## src/rtl/twbc_defs.svh

```systemverilog
// register map, field positions, reset values, timing and status codes
`ifndef TWBC_DEFS_SVH
`define TWBC_DEFS_SVH

`define TWBC_A_BITRATE   3'h0
`define TWBC_A_STATUS    3'h1
`define TWBC_A_OWNADDR   3'h2
`define TWBC_A_DATA      3'h3
`define TWBC_A_CTRL      3'h4

`define TWBC_C_FLAG      7
`define TWBC_C_ACKEN     6
`define TWBC_C_STA       5
`define TWBC_C_STO       4
`define TWBC_C_EN        2
`define TWBC_C_IE        0
`define TWBC_O_GCE       0

`define TWBC_RST_REG     8'h00
`define TWBC_RST_DATA    8'hff

`define TWBC_CLK_NS      50
`define TWBC_SPIKE_NS    50
`define TWBC_SPIKE_CYC   ((`TWBC_SPIKE_NS + `TWBC_CLK_NS - 1) / `TWBC_CLK_NS)
`define TWBC_FILT_DEPTH  (`TWBC_SPIKE_CYC + 1)
`define TWBC_SYNC_LAT    (4 + `TWBC_FILT_DEPTH)
`define TWBC_HALF_BASE   15'h0008

`define TWBC_S_BUSERR    8'h00
`define TWBC_S_START     8'h08
`define TWBC_S_RSTART    8'h10
`define TWBC_S_MT_SLA_A  8'h18
`define TWBC_S_MT_SLA_N  8'h20
`define TWBC_S_MT_DAT_A  8'h28
`define TWBC_S_MT_DAT_N  8'h30
`define TWBC_S_ARB_LOST  8'h38
`define TWBC_S_MR_SLA_A  8'h40
`define TWBC_S_MR_SLA_N  8'h48
`define TWBC_S_MR_DAT_A  8'h50
`define TWBC_S_MR_DAT_N  8'h58
`define TWBC_S_SR_SLA    8'h60
`define TWBC_S_SR_ARB    8'h68
`define TWBC_S_SR_GC     8'h70
`define TWBC_S_SR_ARB_GC 8'h78
`define TWBC_S_SR_DAT_A  8'h80
`define TWBC_S_SR_DAT_N  8'h88
`define TWBC_S_GC_DAT_A  8'h90
`define TWBC_S_GC_DAT_N  8'h98
`define TWBC_S_SR_STOP   8'ha0
`define TWBC_S_ST_SLA    8'ha8
`define TWBC_S_ST_ARB    8'hb0
`define TWBC_S_ST_DAT_A  8'hb8
`define TWBC_S_ST_DAT_N  8'hc0
`define TWBC_S_NONE      8'hf8

`endif

```

## src/rtl/twbc_pkg.sv

```systemverilog
// types shared by the two-wire bus controller
package twbc_pkg;
  typedef enum logic [2:0] {
    st_idle,
    st_start,
    st_rstart,
    st_xfer,
    st_hold,
    st_stop
  } twbc_state_t;
endpackage

```

## src/rtl/twbc_core.sv

```systemverilog
// two-wire bus controller core: master/slave byte engine with register port
//
// Local design decisions: the strobed register port and the address map.
`include "twbc_defs.svh"
`timescale 1ns/10ps
`default_nettype none

module twbc_core (
  // clock and reset
  input  wire logic       core_clk,
  input  wire logic       rst_b,
  // register port
  input  wire logic [2:0] reg_addr,
  input  wire logic [7:0] reg_wdata,
  input  wire logic       reg_wr,
  input  wire logic       reg_rd,
  output var  logic [7:0] reg_rdata,
  // processor side
  input  wire logic       global_int_en,
  output var  logic       irq,
  output var  logic       wake_req,
  // bus pins
  input  wire logic       scl_i,
  output wire logic       scl_o,
  output var  logic       scl_oe_b,
  input  wire logic       sda_i,
  output wire logic       sda_o,
  output var  logic       sda_oe_b
);

  localparam int FD = `TWBC_FILT_DEPTH;

  twbc_pkg::twbc_state_t state;
  logic [7:0]  bit_rate, own_addr, shift_data, pend_code, status_q;
  logic [1:0]  ps_sel;
  logic        ack_en, sta, sto, en, ie, flag;
  logic [3:0]  bit_cnt;
  logic        master, addressed, addr_phase, rd_dir, arb_lost, gc, ack_rx;
  logic        scl_rel, sda_low, ph, rs, busy;
  logic [14:0] tmr;
  logic [1:0]  sy1, sy2, filt, prev;
  logic [FD-1:0] hist [2];

  // each pin: two-flop synchroniser, then a glitch filter
  generate
    for (genvar i = 0; i < 2; i++) begin : g_pin
      always_ff @(posedge core_clk) begin
        if (!rst_b) begin
          sy1[i]  <= 1'b1;
          sy2[i]  <= 1'b1;
          hist[i] <= '1;
          filt[i] <= 1'b1;
          prev[i] <= 1'b1;
        end else begin
          sy1[i]  <= (i == 0) ? scl_i : sda_i;
          sy2[i]  <= sy1[i];
          hist[i] <= {hist[i][FD-2:0], sy2[i]};
          prev[i] <= filt[i];
          // level must hold for more than the spike width
          if (&hist[i])
            filt[i] <= 1'b1;
          else if (~|hist[i])
            filt[i] <= 1'b0;
        end
      end
    end
  endgenerate

  // edges are only resolvable if scl stays at or below clk/16
  wire scl_f     = filt[0];
  wire sda_f     = filt[1];
  wire scl_rise  = scl_f & ~prev[0];
  wire scl_fall  = ~scl_f & prev[0];
  wire start_det = scl_f & prev[0] & prev[1] & ~sda_f;
  wire stop_det  = scl_f & prev[0] & ~prev[1] & sda_f;

  // bit-rate generator, only for master phases
  wire [6:0]  ps_val = 7'h01 << {ps_sel, 1'b0};
  wire [14:0] half_m1 = 15'(`TWBC_HALF_BASE + bit_rate * ps_val - 15'h0001);
  wire gen_run = en & master & ~flag & (state != twbc_pkg::st_idle) &
                 (state != twbc_pkg::st_hold);
  // released scl still low after the sampling delay means a slave stretches
  wire stall   = scl_rel & ~scl_f & (tmr >= 15'(`TWBC_SYNC_LAT));
  wire tmr_end = gen_run & ~stall & (tmr == half_m1);

  always_ff @(posedge core_clk) begin
    if (!rst_b || !gen_run || tmr_end)
      tmr <= 15'h0000;
    else if (!stall)
      tmr <= tmr + 15'h0001;
  end

  // address match, usable while the processor sleeps
  wire own_hit  = shift_data[7:1] == own_addr[7:1];
  wire gc_hit   = own_addr[`TWBC_O_GCE] & (shift_data[7:1] == 7'h00) &
                  ~shift_data[0];
  wire match_ok = ack_en & (own_hit | gc_hit);

  wire is_tx  = master ? (addr_phase | ~rd_dir) : rd_dir;
  wire ack_ok = ~ack_rx;
  wire arb_hit = master & is_tx & (bit_cnt < 4'h8) & ~sda_low & ~sda_f;
  wire bus_err = (start_det | stop_det) & (state == twbc_pkg::st_xfer) &
                 (bit_cnt != 4'h0) & (master | addressed);

  // status after a packet carries the ack seen or sent
  wire [7:0] evt_code =
    (arb_lost & ~addressed) ? `TWBC_S_ARB_LOST :
    master ? (addr_phase ?
      (rd_dir ? (ack_ok ? `TWBC_S_MR_SLA_A : `TWBC_S_MR_SLA_N)
              : (ack_ok ? `TWBC_S_MT_SLA_A : `TWBC_S_MT_SLA_N)) :
      (rd_dir ? (sda_low ? `TWBC_S_MR_DAT_A : `TWBC_S_MR_DAT_N)
              : (ack_ok ? `TWBC_S_MT_DAT_A : `TWBC_S_MT_DAT_N))) :
    addr_phase ? (gc ? (arb_lost ? `TWBC_S_SR_ARB_GC : `TWBC_S_SR_GC) :
      rd_dir ? (arb_lost ? `TWBC_S_ST_ARB : `TWBC_S_ST_SLA)
             : (arb_lost ? `TWBC_S_SR_ARB : `TWBC_S_SR_SLA)) :
    rd_dir ? (ack_ok ? `TWBC_S_ST_DAT_A : `TWBC_S_ST_DAT_N) :
    gc ? (sda_low ? `TWBC_S_GC_DAT_A : `TWBC_S_GC_DAT_N)
       : (sda_low ? `TWBC_S_SR_DAT_A : `TWBC_S_SR_DAT_N);

  wire wr_ctrl  = reg_wr & (reg_addr == `TWBC_A_CTRL);
  wire wr_data  = reg_wr & (reg_addr == `TWBC_A_DATA);
  wire flag_clr = wr_ctrl & reg_wdata[`TWBC_C_FLAG];

  // software-owned settings
  always_ff @(posedge core_clk) begin
    if (!rst_b) begin
      bit_rate <= `TWBC_RST_REG;
      ps_sel   <= 2'h0;
      own_addr <= `TWBC_RST_REG;
      {ack_en, sta, en, ie} <= 4'h0;
    end else begin
      if (reg_wr && reg_addr == `TWBC_A_BITRATE)
        bit_rate <= reg_wdata;
      if (reg_wr && reg_addr == `TWBC_A_STATUS)
        ps_sel <= reg_wdata[1:0];
      if (reg_wr && reg_addr == `TWBC_A_OWNADDR)
        own_addr <= reg_wdata;
      if (wr_ctrl) begin
        ack_en <= reg_wdata[`TWBC_C_ACKEN];
        sta    <= reg_wdata[`TWBC_C_STA];
        en     <= reg_wdata[`TWBC_C_EN];
        ie     <= reg_wdata[`TWBC_C_IE];
      end
    end
  end

  always_ff @(posedge core_clk) begin
    if (!rst_b)
      busy <= 1'b0;
    else if (!en || stop_det)
      busy <= 1'b0;
    else if (start_det)
      busy <= 1'b1;
  end

  // byte engine; flag writes below sit after the clear so a set wins
  always_ff @(posedge core_clk) begin
    if (!rst_b || !en) begin
      state      <= twbc_pkg::st_idle;
      flag       <= 1'b0;
      pend_code  <= `TWBC_S_NONE;
      shift_data <= `TWBC_RST_DATA;
      {master, addressed, addr_phase, rd_dir, arb_lost, gc} <= 6'h00;
      {ack_rx, scl_rel, sda_low, ph, rs, wake_req} <= 6'h04;
      bit_cnt    <= 4'h0;
      sto        <= 1'b0;
      if (rst_b && wr_ctrl)
        sto <= reg_wdata[`TWBC_C_STO];
    end else begin
      wake_req <= 1'b0;
      if (wr_data)
        shift_data <= reg_wdata;
      if (wr_ctrl)
        sto <= reg_wdata[`TWBC_C_STO];
      if (flag_clr)
        flag <= 1'b0;
      if (bus_err) begin
        flag      <= 1'b1;
        pend_code <= `TWBC_S_BUSERR;
        {master, addressed, sda_low, scl_rel} <= 4'h1;
        state     <= twbc_pkg::st_hold;
      end else if (stop_det && !master) begin
        if (addressed) begin
          flag      <= 1'b1;
          pend_code <= `TWBC_S_SR_STOP;
        end
        addressed <= 1'b0;
        sda_low   <= 1'b0;
        state     <= addressed ? twbc_pkg::st_hold : twbc_pkg::st_idle;
      end else if (start_det && !master) begin
        if (addressed) begin
          flag      <= 1'b1;
          pend_code <= `TWBC_S_SR_STOP;
        end
        {addressed, rd_dir, gc, sda_low} <= 4'h0;
        addr_phase <= 1'b1;
        bit_cnt    <= 4'h0;
        state      <= twbc_pkg::st_xfer;
      end else begin
        unique case (state)
          twbc_pkg::st_idle: begin
            if (!flag && sta && !busy && scl_f && sda_f) begin
              {master, scl_rel, sda_low, ph, rs} <= 5'h18;
              state <= twbc_pkg::st_start;
            end
          end
          twbc_pkg::st_start: begin
            if (tmr_end && !ph) begin
              sda_low <= 1'b1;
              ph      <= 1'b1;
            end else if (tmr_end) begin
              scl_rel    <= 1'b0;
              flag       <= 1'b1;
              pend_code  <= rs ? `TWBC_S_RSTART : `TWBC_S_START;
              addr_phase <= 1'b1;
              state      <= twbc_pkg::st_hold;
            end
          end
          twbc_pkg::st_rstart: begin
            if (tmr_end) begin
              {scl_rel, ph, rs} <= 3'h5;
              state <= twbc_pkg::st_start;
            end
          end
          twbc_pkg::st_stop: begin
            if (tmr_end && !ph) begin
              scl_rel <= 1'b1;
              ph      <= 1'b1;
            end else if (tmr_end) begin
              // flag stays clear after a master stop
              {sda_low, master, sto} <= 3'h0;
              state <= twbc_pkg::st_idle;
            end
          end
          twbc_pkg::st_hold: begin
            // nothing starts until the flag is cleared
            if (!flag) begin
              if (!master && !addressed) begin
                state <= twbc_pkg::st_idle;
              end else if (master && sta) begin
                sda_low <= 1'b0;
                state   <= twbc_pkg::st_rstart;
              end else if (master && sto) begin
                {sda_low, ph} <= 2'h2;
                state <= twbc_pkg::st_stop;
              end else begin
                bit_cnt <= 4'h0;
                sda_low <= is_tx & ~shift_data[7];
                if (master && addr_phase)
                  rd_dir <= shift_data[0];
                state <= twbc_pkg::st_xfer;
              end
            end
          end
          twbc_pkg::st_xfer: begin
            if (tmr_end)
              scl_rel <= ~scl_rel;
            if (scl_rise) begin
              bit_cnt <= bit_cnt + 4'h1;
              if (bit_cnt < 4'h8)
                shift_data <= {shift_data[6:0], sda_f};
              else
                ack_rx <= sda_f;
              if (arb_hit) begin
                // loser stays on as a receiver of the winner
                {master, arb_lost, scl_rel} <= 3'h3;
                rd_dir <= 1'b0;
              end
            end else if (scl_fall && bit_cnt == 4'h8) begin
              if (!master && addr_phase) begin
                if (match_ok) begin
                  {addressed, sda_low, wake_req} <= 3'h7;
                  gc     <= gc_hit & ~own_hit;
                  rd_dir <= shift_data[0];
                end else begin
                  sda_low <= 1'b0;
                  if (!arb_lost)
                    state <= twbc_pkg::st_idle;
                end
              end else begin
                sda_low <= ~is_tx & ack_en;
              end
            end else if (scl_fall && bit_cnt == 4'h9) begin
              flag       <= 1'b1;
              pend_code  <= evt_code;
              {sda_low, addr_phase, arb_lost} <= 3'h0;
              state      <= twbc_pkg::st_hold;
            end else if (scl_fall) begin
              sda_low <= is_tx & ~shift_data[7];
            end
          end
        endcase
      end
    end
  end

  // status code trails the flag by one cycle
  always_ff @(posedge core_clk) begin
    if (!rst_b)
      status_q <= `TWBC_S_NONE;
    else
      status_q <= flag ? pend_code : `TWBC_S_NONE;
  end

  // open-drain pins: only ever pull low
  wire scl_low = en & ((master & ~scl_rel & (state != twbc_pkg::st_idle)) |
                       (flag & (master | addressed)));
  wire [7:0] stat_show = flag ? status_q : `TWBC_S_NONE;
  wire [7:0] ctrl_rd = {flag, ack_en, sta, sto, 1'b0, en, 1'b0, ie};
  wire [7:0] rd_mux =
    (reg_addr == `TWBC_A_BITRATE) ? bit_rate :
    (reg_addr == `TWBC_A_STATUS)  ? {stat_show[7:3], 1'b0, ps_sel} :
    (reg_addr == `TWBC_A_OWNADDR) ? own_addr :
    (reg_addr == `TWBC_A_DATA)    ? shift_data :
    (reg_addr == `TWBC_A_CTRL)    ? ctrl_rd : 8'h00;

  assign scl_o = 1'b0;
  assign sda_o = 1'b0;

  always_ff @(posedge core_clk) begin
    if (!rst_b) begin
      scl_oe_b  <= 1'b1;
      sda_oe_b  <= 1'b1;
      irq       <= 1'b0;
      reg_rdata <= 8'h00;
    end else begin
      scl_oe_b  <= ~scl_low;
      sda_oe_b  <= ~(en & sda_low);
      irq       <= flag & ie & global_int_en;
      reg_rdata <= reg_rd ? rd_mux : 8'h00;
    end
  end
endmodule

`default_nettype wire

```

## config.mk

```make
export PLATFORM = sky130hd
export DESIGN_NAME = twbc_core
export DESIGN_NICKNAME = d
export VERILOG_FILES = /design/src/rtl/twbc_pkg.sv /design/src/rtl/twbc_core.sv
export VERILOG_INCLUDE_DIRS = /design/src /design/src/rtl
export SDC_FILE = /design/constraint.sdc
export NUM_CORES = 1
export LEC_CHECK = 0
export ABC_AREA = 1
export BUFFER_PORTS_ARGS = -buffer_cell sky130_fd_sc_hd__buf_4
export CORE_UTILIZATION = 68
export CTS_CLUSTER_DIAMETER = 120
export DETAILED_ROUTE_END_ITERATION = 8
export PLACE_DENSITY = 0.87
export SLEW_MARGIN = 20
export SYNTH_ARGS = -nofsm -noshare
export SYNTH_HDL_FRONTEND = slang
export SYNTH_SLANG_ARGS = --single-unit
```

## constraint.sdc

```tcl
create_clock -name core_clk -period 10.25 [get_ports core_clk]
set_input_delay 0.5125 -clock core_clk [delete_from_list [all_inputs] [get_ports core_clk]]
set_output_delay 0.5125 -clock core_clk [all_outputs]
set_load 0.01 [all_outputs]
```

==> results of run 1 <==
cell usage in the layout (no fill, tap or decap), types with 8 or more instances in the layout:
master / netlist / routed
fa_1: 9 / 9
nor2_2: 11 / 11
o211ai_1: 17 / 17
or2_2: 12 / 12
nor2_1: 140 / 140
inv_2: 10 / 10
o21ai_0: 49 / 49
dfxtp_1: 100 / 100
xor2_1: 19 / 19
nor3_1: 14 / 14
a22oi_1: 8 / 8
nand4_1: 12 / 12
clkbuf_8: 0 / 9
ha_1: 54 / 54
nand3_1: 40 / 40
a31oi_1: 14 / 14
buf_4: 3 / 29
nand2_2: 11 / 11
nand2_1: 227 / 227
a21oi_1: 71 / 71
inv_1: 152 / 152
critical path: cells and delay by family, from the launching register on:
family | cells | cell delay [ns]
flip-flops | 1 | 0.42
adder cells (fa/ha/maj) | 5 | 1.95
AND/OR/NAND/NOR | 11 | 1.47
buffers and inverters | 5 | 0.40
AO/OA/AOI/OAI | 3 | 0.37
sequential cells by signal, indices dropped and copies added (netlist names), 3 cells and up:
signal / count
tmr: 15
hist: 4
shift_data: 8
state: 3
status_q: 5
reg_rdata: 8
bit_rate: 8
pend_code: 5
bit_cnt: 4
own_addr: 8
layout make-up:
cell class                      instances  share of cell area [%]
Clock buffer                            9                    1.60
Clock inverter                          7                    1.23
Inverter                              164                    7.97
Multi-Input combinational cell        785                    58.3
Sequential cell                       100                    25.9
Tap cell                              136                    2.20
Timing Repair Buffer                   29                    2.82
stage by stage:
| stage | cell area (µm²) | power (mW) | hold slack [ns] | util, % |
|---|---|---|---|---|
| 2_1_floorplan | 7210 | 0.437 | 0.393 | - |
| 3_3_place_gp | 7510 | 0.455 | 0.395 | 72.7 |
| 3_5_place_dp | 7510 | 0.456 | 0.400 | 72.7 |
| 4_1_cts | 7720 | 0.723 | 0.298 | 74.8 |
| 5_1_grt | 7720 | 0.746 | 0.294 | 74.8 |
| 6_report | 7720 | 0.721 | 0.317 | 74.8 |
final timing paths:
check,cells after the start,end,from
worst max-delay path,24,tmr[12],ps_sel[0]
worst min-delay path,2,sy1[1],sda_i
worst max register to register,24,tmr[12],ps_sel[0]
worst min register to register,1,hist[1][0],sy2[1]
power by group:
group | switching [mW] | internal (mW)
clock | 0.152 | 0.120
sequential | 0.00435 | 0.393
combinational | 0.0327 | 0.0185
cells by family after synthesis:
| family | share of synthesized area (%) |
|---|---|
| AOI/OAI and AO/OA | 16.1 |
| xor gates and xnor gates | 3.16 |
| other | 0.0520 |
| and+or+nand+nor | 31.2 |
| adders and majority gates | 11.9 |
| buffers and inverters | 9.87 |
| DFF | 27.8 |
metal layers:
| layer | part of all wire (%) | vias up | global-route usage [%] | wire, µm |
|---|---|---|---|---|
| li1 | - | 3521 | - | - |
| met1 | 43 | 3215 | 46.7 | 8090 |
| met2 | 45 | 335 | 56.8 | 8430 |
| met3 | 9.1 | 57 | 6.99 | 1710 |
| met4 | 2.8 | 0 | 12.5 | 520 |
| met5 | 0 | - | 0 | 0 |
==> results.py, run 1 <==
metrics = {
    "run_status": {
        "status": "finished, final reports clean",
    },
    "floorplan": {
        "core_area_um2": 10300,
        "initial_utilization_pct": 69.8,
        "die_w_um": 105,
        "num_rows": 37,
        "die_area_um2": 11000,
        "io_pins": 32,
        "fp.dieH_um": 105,
    },
    "logic_synthesis": {
        "synth_area_um2": 7210,
        "synth_top_area_share_pct": 27.8,
        "synthTopCellsByCount": "nand2_1 (227), inv_1 (152), nor2_1 (140)",
        "synth-seq-area-share_pct": 27.8,
        "ys_types": 55,
        "synth_edf_count": 0,
        "ys_ff_latch": 100,
        "synth_top_cell_by_area": "dfxtp_1",
        "postSynthAreaPerCell_um2": 6.76,
        "yosysMostFrequentCell": "nand2_1",
        "synth_cells": 1067,
        "synthFlopType": "dfxtp_1",
        "async_flop_share_pct": 0,
        "yosysWarnings": 0,
        "synthTopCellsByArea": "dfxtp_1 (28%), nand2_1 (12%), ha_1 (9.4%)",
    },
    "clock_network": {
        "worstSkewPairLatency_ns": 0.39,
        "cts-resized-gates": 0,
        "cts_setup_buffers": 0,
        "clockBufferDepth": 2,
        "h-tree-depth": 3,
        "cts_tree": "built",
        "cts_buffers": 9,
        "cts.sinks": 100,
        "holdBufCountCts": 0,
        "clk_pin_slew_worst_paths_ns": 0.11,
        "cts-root-buf": "clkbuf_8",
    },
    "critical_path": {
        "path_common_cell": "nand2_1",
        "cp_data_arrival_time_ns": 5.01,
        "r2r_setup_slack_ns": 5.51,
        "crit_required_ns": 10.52,
        "cp-end-kind": "flop",
        "crit_path_start_kind": "flop",
        "path_cells": "inv_1 > nand2_1 > nor2_1 > ha_1 > inv_1 > fa_1 > inv_1 > fa_1 > ha_1 > ha_1 > nand2_1 > nand2_1 > a21oi_1 > nand2_2 > nand2_1 > nand2_1 > nand2_1 > inv_2 > nor2_8 > nand3_2 > nand3_1 > inv_1 > o21ai_0 > a21oi_1",
        "crit_slowest_cell": "fa_1",
        "crit_path_max_fanout": 12,
        "critPathMaxStageDelay_ns": 0.53,
        "critPathKind": "flop to flop",
    },
    "routing": {
        "drtIter0Drc": 728,
        "via_count": 7128,
        "remaining_drc_errors": 0,
        "wl_per_cell_um": 15.2,
        "routed_wl_mm": 18.7,
        "drt-pass1-iter-count": 6,
        "drtAntennaViolNets": 0,
        "routed_via_density": 5.80,
    },
    "timing": {
        "tns_ns": 0,
        "period_share_pct": 46.2,
        "setup_slack_ns": 5.51,
        "rsz0062_at_grt": "no",
        "post-route-min-period_ns": 4.74,
        "tightest_slew_ns": 0.715,
        "fin_worst_skew_ns": 0.0126,
        "hold_violations": 0,
        "maxSlewHeadroom_pct": 51.8,
        "finalSetupViolations": 0,
        "final_max_slew_viol_count": 0,
        "fmaxAchievable_mhz": 211,
    },
    "power": {
        "peakVddDrop_mv": 0.107,
        "p_per_area_nw_per_um2": 93.4,
        "p_leak_nw": 3.63,
    },
    "layout": {
        "layout-drive-gt1-share_pct": 10.3,
        "fin_cells": 1230,
        "diodes": 0,
        "fin_nets": 1170,
        "area_growth_pct": 7.13,
        "fill_cells": 852,
        "seq_area_um2": 2000,
        "multi_input_area_um2": 4500,
    },
    "grt": {
        "grt_pass1_wl_mm": 30.8,
        "antenna_found_initial": 0,
        "grt_usage_pct": 35.2,
        "grt_max_degree": 29,
        "grt_pass1_vias": 6455,
        "grt_remaining_overflow": 0,
    },
    "place": {
        "place_ws_ns": 5.56,
        "dp_hpwl_mm": 14.6,
        "io_buffers": 29,
        "place.gp.congestion": 0.998,
        "placed_cells": 1214,
    },
    "flow_run": {
        "maxCapViolCount": 0,
    },
    "worst_hold_path": {
        "worstHoldPathType": "input port to flop",
    },
}
No activity file was read; power rests on OpenSTA's default activity.
==> run 2, diff against run 1 <==
--- a/config.mk
+++ b/config.mk
@@ -8,10 +8,10 @@
 export LEC_CHECK = 0
 export ABC_AREA = 1
 export BUFFER_PORTS_ARGS = -buffer_cell sky130_fd_sc_hd__buf_4
-export CORE_UTILIZATION = 68
+export CORE_UTILIZATION = 63
 export CTS_CLUSTER_DIAMETER = 120
 export DETAILED_ROUTE_END_ITERATION = 8
-export PLACE_DENSITY = 0.87
+export PLACE_DENSITY = 0.81
 export SLEW_MARGIN = 20
 export SYNTH_ARGS = -nofsm -noshare
 export SYNTH_HDL_FRONTEND = slang
==> constraint.sdc (replaced) <==
create_clock -name core_clk -period 4.75 [get_ports core_clk]
set_input_delay 0.2375 -clock core_clk [delete_from_list [all_inputs] [get_ports core_clk]]
set_output_delay 0.2375 -clock core_clk [all_outputs]
set_load 0.01 [all_outputs]
==> run 2 against run 1 <==
Net effect: first-iteration DRC count shrank 7.8%; sequential power grew 120%; register-to-register slack lost 5.2 ns; final cell count grew 0.41%; sequential share of layout area shrank 0.39 points; utilization shrank 3.3 points; sequential cell count is the same; largest power group unchanged.
==> results.py, run 2 (same netlist as run 1, synthesis figures left out) <==
metrics = {
    "grt": {
        "grt_usage_pct": 33.9,
        "grt_remaining_overflow": 0,
        "grt_max_degree": 29,
        "use_met3_pct": 6.40,
        "grt_use_met2_pct": 53.7,
        "antenna_found_initial": 0,
        "busiest_layer": "met2",
        "grt_use_met1_pct": 45.3,
        "grt_pass1_vias": 6393,
        "grt_pass1_wl_mm": 31.0,
    },
    "layout": {
        "fill_cells": 1003,
        "top_register": "tmr",
        "fin_cells": 1235,
        "final_common_cell": "nand2_1",
        "layout-drive-gt1-share_pct": 10.7,
        "fin_nets": 1171,
        "final_cell_mix": "nand2_1 (226), inv_1 (152), nor2_1 (140), dfxtp_1 (98), a21oi_1 (71)",
        "final_area_um2": 7850,
        "area_growth_pct": 8.92,
        "diodes": 0,
        "largest_reg_flops": 15,
    },
    "timing": {
        "hold_slack_ns": 0.0666,
        "tightest_slew_ns": 0.672,
        "post-route-min-period_ns": 4.42,
        "period_share_pct": 93.0,
        "finalSetupViolations": 0,
        "tns_ns": 0,
        "final_max_slew_viol_count": 0,
        "fin_worst_skew_ns": 0.0122,
        "fmaxAchievable_mhz": 226,
        "maxSlewHeadroom_pct": 55.0,
        "hold_violations": 0,
        "rsz0062_at_grt": "no",
    },
    "place": {
        "dp_hpwl_mm": 14.7,
        "placed_cells": 1219,
        "io_buffers": 29,
        "place.gp.congestion": 1.02,
        "post_dp_cell_area_um2": 7520,
    },
    "clock_network": {
        "cts-root-buf": "clkbuf_16",
        "holdBufCountCts": 0,
        "cts.sinks": 100,
        "clk_pin_slew_worst_paths_ns": 0.08,
        "cts_tree": "built",
        "cts_setup_buffers": 0,
        "cts-resized-gates": 0,
        "clockBufferDepth": 2,
        "cts_buffers": 9,
        "h-tree-depth": 3,
        "worstSkewPairLatency_ns": 0.36,
    },
    "flow_run": {
        "maxCapViolCount": 0,
    },
    "routing": {
        "remaining_drc_errors": 0,
        "via_count": 7010,
        "routed_via_density": 5.68,
        "drtAntennaViolNets": 0,
        "drtIter0Drc": 671,
        "routed_wl_mm": 18.9,
        "drt-pass1-iter-count": 6,
        "wl_per_cell_um": 15.3,
    },
    "critical_path": {
        "worstSetupStartpoint": "ps_sel[0]",
        "cp-end-kind": "flop",
        "cp_data_arrival_time_ns": 4.67,
        "crit_path_max_fanout": 8,
        "r2r-start": "ps_sel[0]",
        "critPathKind": "flop to flop",
        "crit_path_start_kind": "flop",
        "crit_required_ns": 5.00,
    },
    "floorplan": {
        "die_area_um2": 11900,
        "core_area_um2": 11000,
        "fp.dieH_um": 109,
        "num_rows": 38,
        "io_pins": 32,
        "die_w_um": 109,
        "initial_utilization_pct": 65.7,
    },
    "power": {
        "p_leak_nw": 3.68,
        "p_switching_uw": 435,
        "p_int_mw": 1.32,
        "swShare_pct": 24.9,
        "seq_power_share_pct": 49.0,
        "peakVddDrop_mv": 0.333,
        "power_frac_clock_pct": 44.7,
        "p_per_area_nw_per_um2": 223,
        "power_frac_comb_pct": 6.3,
        "power_mw": 1.75,
    },
    "run_status": {
        "status": "finished, final reports clean",
    },
    "worst_hold_path": {
        "min-delay-start": "scl_i",
        "worstHoldPathType": "input port to flop",
    },
}
==> run 2: cell count changes in the layout (fill, tap and decap cells not counted), sizes merged <==
cell	change
inv	-1
buf	+1
clkinv	+1
==> run 2: power by group through the flow <==
stage	Combinational, mW	Sequential (mW)	Clock [mW]
floorplan	0.0685	0.875	0
detailed placement	0.108	0.877	0
global placement	0.106	0.877	0
global route	0.124	0.859	0.833
finish	0.111	0.858	0.782
CTS	0.109	0.857	0.793
==> run 2: layout make-up <==
| type | instances | area (µm²) | area share (%) |
|---|---|---|---|
| multi-input combinational | 785 | 4500 | 57.3 |
| inverter | 164 | 616 | 7.84 |
| timing repair buffer | 30 | 225 | 2.87 |
| sequential | 100 | 2000 | 25.5 |
| clock inverter | 7 | 105 | 1.34 |
| tap | 140 | 175 | 2.23 |
| clock buffer | 9 | 225 | 2.87 |
==> run 2: per-layer routing <==
| layer | share of wire (%) | up-vias |
|---|---|---|
| li1 | - | 3525 |
| met1 | 46 | 3173 |
| met2 | 44 | 276 |
| met3 | 7.4 | 36 |
| met4 | 2.7 | 0 |
| met5 | 0 | - |
==> run 2: worst max-delay path: stages (launching register included) <==
cell	delay, ns
dfxtp_2	0.37
inv_1	0.08
nand2_2	0.15
nor2_1	0.06
ha_1	0.27
inv_1	0.05
fa_1	0.53
inv_1	0.06
fa_1	0.49
ha_1	0.31
ha_1	0.36
nand2_1	0.08
nand2_1	0.06
a21oi_1	0.20
nand2_2	0.11
nand2_1	0.08
nand2_1	0.05
nor2_1	0.13
nand3_1	0.14
nor2_4	0.17
nand3_4	0.16
nand3_4	0.12
nand2_4	0.08
a21oi_1	0.14
o21ai_1	0.08
==> run 2: path summary, 6_finish.rpt <==
| kind | end | slack (ns) | depth (start not counted) |
|---|---|---|---|
| max | pend_code[4] | 0.33 | 24 |
| min | sy1[0] | 0.07 | 2 |
| max reg2reg | pend_code[4] | 0.33 | 24 |
| min reg2reg | sy2[1] | 0.41 | 1 |
==> run 2: through the flow <==
stage / util, % / worst slack, ns
after floorplan: - / 0.636
after global placement: 68.5 / 0.377
after detailed placement: 68.5 / 0.235
after CTS: 71.5 / 0.222
after global routing: 71.5 / 0.0612
final: 71.5 / 0.333
==> run 3, diff against run 2 <==
--- a/config.mk
+++ b/config.mk
@@ -8,10 +8,11 @@
 export LEC_CHECK = 0
 export ABC_AREA = 1
 export BUFFER_PORTS_ARGS = -buffer_cell sky130_fd_sc_hd__buf_4
-export CORE_UTILIZATION = 63
+export CORE_UTILIZATION = 65
+export CTS_BUF_LIST = sky130_fd_sc_hd__clkbuf_8
 export CTS_CLUSTER_DIAMETER = 120
 export DETAILED_ROUTE_END_ITERATION = 8
-export PLACE_DENSITY = 0.81
+export PLACE_DENSITY = 0.84
 export SLEW_MARGIN = 20
 export SYNTH_ARGS = -nofsm -noshare
 export SYNTH_HDL_FRONTEND = slang
==> run 3 against run 2 <==
Net effect: die area is 3.0% lower; wire length is 1.8% higher; total power is 11% lower; register-to-register slack worse by 0.04 ns; final cell count stayed put; sequential power hardly changed; final area is 1.3% lower; global-route usage is 0.69 points higher; critical path depth stayed put.
==> results.py, run 3 (same netlist as run 1, synthesis figures left out) <==
metrics = {
    "run_status": {
        "status": "finished, final reports clean",
    },
    "clock_network": {
        "holdBufCountCts": 0,
        "worstSkewPairLatency_ns": 0.40,
        "clk_pin_slew_worst_paths_ns": 0.10,
        "cts_buffers": 9,
        "cts-root-buf": "clkbuf_8",
        "h-tree-depth": 3,
        "cts_tree": "built",
        "cts.sinks": 100,
        "clockBufferDepth": 2,
    },
    "power": {
        "power_frac_clock_pct": 37.6,
        "p_int_mw": 1.14,
        "p_per_area_nw_per_um2": 201,
        "p_switching_uw": 413,
        "seq_power_share_pct": 55.3,
        "p_leak_nw": 3.62,
        "power_frac_comb_pct": 7.2,
        "peakVddDrop_mv": 0.191,
        "swShare_pct": 26.6,
    },
    "routing": {
        "via_count": 7103,
        "remaining_drc_errors": 0,
        "routed_via_density": 5.75,
        "drtIter0Drc": 741,
        "wl_per_cell_um": 15.6,
        "drtAntennaViolNets": 0,
        "drt-pass1-iter-count": 7,
        "routed_wl_mm": 19.2,
    },
    "layout": {
        "layout-drive-gt1-share_pct": 11.0,
        "final_util_pct": 71.5,
        "final_common_cell": "nand2_1",
        "largest_reg_flops": 15,
        "final_cell_mix": "nand2_1 (225), inv_1 (152), nor2_1 (140), dfxtp_1 (97), a21oi_1 (71)",
        "area_growth_pct": 7.46,
        "fin_nets": 1171,
        "top_register": "tmr",
        "diodes": 0,
    },
    "critical_path": {
        "reg2reg_to": "pend_code[3]",
        "cp_data_arrival_time_ns": 4.75,
        "r2r_setup_slack_ns": 0.30,
        "crit_required_ns": 5.04,
        "r2r-start": "ps_sel[0]",
        "reg2regPathDepth": 24,
        "cp-end-kind": "flop",
        "crit_path_start_kind": "flop",
        "critPathKind": "flop to flop",
        "crit_path_max_fanout": 8,
    },
    "timing": {
        "final_max_slew_viol_count": 0,
        "tightest_slew_ns": 0.649,
        "maxSlewHeadroom_pct": 56.6,
        "period_share_pct": 93.7,
        "hold_violations": 0,
        "tns_ns": 0,
        "finalSetupViolations": 0,
        "hold_slack_ns": 0.0296,
        "post-route-min-period_ns": 4.45,
        "fmaxAchievable_mhz": 225,
        "fin_worst_skew_ns": 0.0195,
    },
    "grt": {
        "antenna_found_initial": 0,
        "grt_max_degree": 29,
        "grt_remaining_overflow": 0,
        "grt_use_met1_pct": 45.9,
        "grt_use_met2_pct": 54.9,
        "grt_pass1_vias": 6450,
        "busiest_layer": "met2",
        "use_met3_pct": 7.02,
        "grt_pass1_wl_mm": 30.9,
        "grt_usage_pct": 34.6,
    },
    "floorplan": {
        "fp.dieH_um": 107,
        "die_w_um": 107,
        "die_area_um2": 11500,
        "initial_utilization_pct": 66.5,
        "core_area_um2": 10800,
        "num_rows": 38,
        "io_pins": 32,
    },
    "place": {
        "dp_hpwl_mm": 14.9,
        "io_buffers": 29,
        "place.gp.congestion": 0.986,
    },
    "flow_run": {
        "maxCapViolCount": 0,
    },
    "worst_hold_path": {
        "min-delay-start": "sda_i",
        "hold-path-cell-count": 2,
        "hold-path-endpoint": "sy1[1]",
        "worstHoldPathType": "input port to flop",
    },
}
[run 3: area by class of cell]
cell class / instances / area (µm²)
inverter: 164 / 616
clock inverter: 7 / 80.1
sequential: 100 / 2010
timing repair buffer: 30 / 225
tap: 140 / 175
fill: 931 / 3090
multi-input combinational: 785 / 4520
clock buffer: 9 / 124
[run 3: power by group through the flow]
stage | clock network, mW | logic [mW] | registers, mW
global placement | 0 | 0.105 | 0.877
detailed placement | 0 | 0.108 | 0.877
floorplan | 0 | 0.0685 | 0.875
finish | 0.584 | 0.112 | 0.859
CTS | 0.584 | 0.108 | 0.858
global route | 0.618 | 0.123 | 0.860
[run 3: worst max-delay path: stages, from the launching register on]
cell     delay (ns)
dfxtp_2        0.39
inv_1          0.11
nand2_4        0.11
nor2_1         0.06
ha_1           0.27
inv_1          0.06
fa_1           0.54
inv_1          0.06
fa_1           0.51
ha_1           0.24
ha_1           0.36
nand2_1        0.14
inv_1          0.05
a21oi_1        0.20
nand2_2        0.10
nand2_1        0.07
nand2_1        0.05
nor2_1         0.13
nand3_1        0.13
nor2_4         0.20
nand3_4        0.16
nand3_4        0.12
nand2_4        0.08
a21oi_1        0.15
o21ai_1        0.08
[run 3: worst max path at each step]
| stage | start | to | cells after the start |
|---|---|---|---|
| 2_1_floorplan | ps_sel[0] | pend_code[3] | 26 |
| 3_3_place_gp | ps_sel[0] | pend_code[5] | 26 |
| 3_5_place_dp | ps_sel[0] | pend_code[3] | 26 |
| 4_1_cts | ps_sel[0] | pend_code[3] | 26 |
| 5_1_grt | ps_sel[0] | pend_code[7] | 24 |
| 6_report | ps_sel[0] | pend_code[3] | 24 |
[run 3: metal layers]
layer  part of all wire (%)  wire length (µm)
met1                     44              8530
met2                     44              8470
met3                    8.8              1700
met4                    2.7               524
met5                      0                 0
[run 3: what timing repair did]
action,4_1_cts,5_1_grt
setup endpoints to repair,0,27
resized for setup,0,7
buffers inserted,0,0
[run 3: metrics by stage]
| step | setup WS, ns | power, mW | std cells | area [µm²] |
|---|---|---|---|---|
| 2_1_floorplan | 0.636 | 0.943 | 1068 | 7210 |
| 3_3_place_gp | 0.389 | 0.982 | 1219 | 7520 |
| 3_5_place_dp | 0.188 | 0.985 | 1219 | 7520 |
| 4_1_cts | 0.176 | 1.55 | 1235 | 7720 |
| 5_1_grt | -0.00505 | 1.60 | 1235 | 7750 |
| 6_report | 0.297 | 1.55 | 1235 | 7750 |
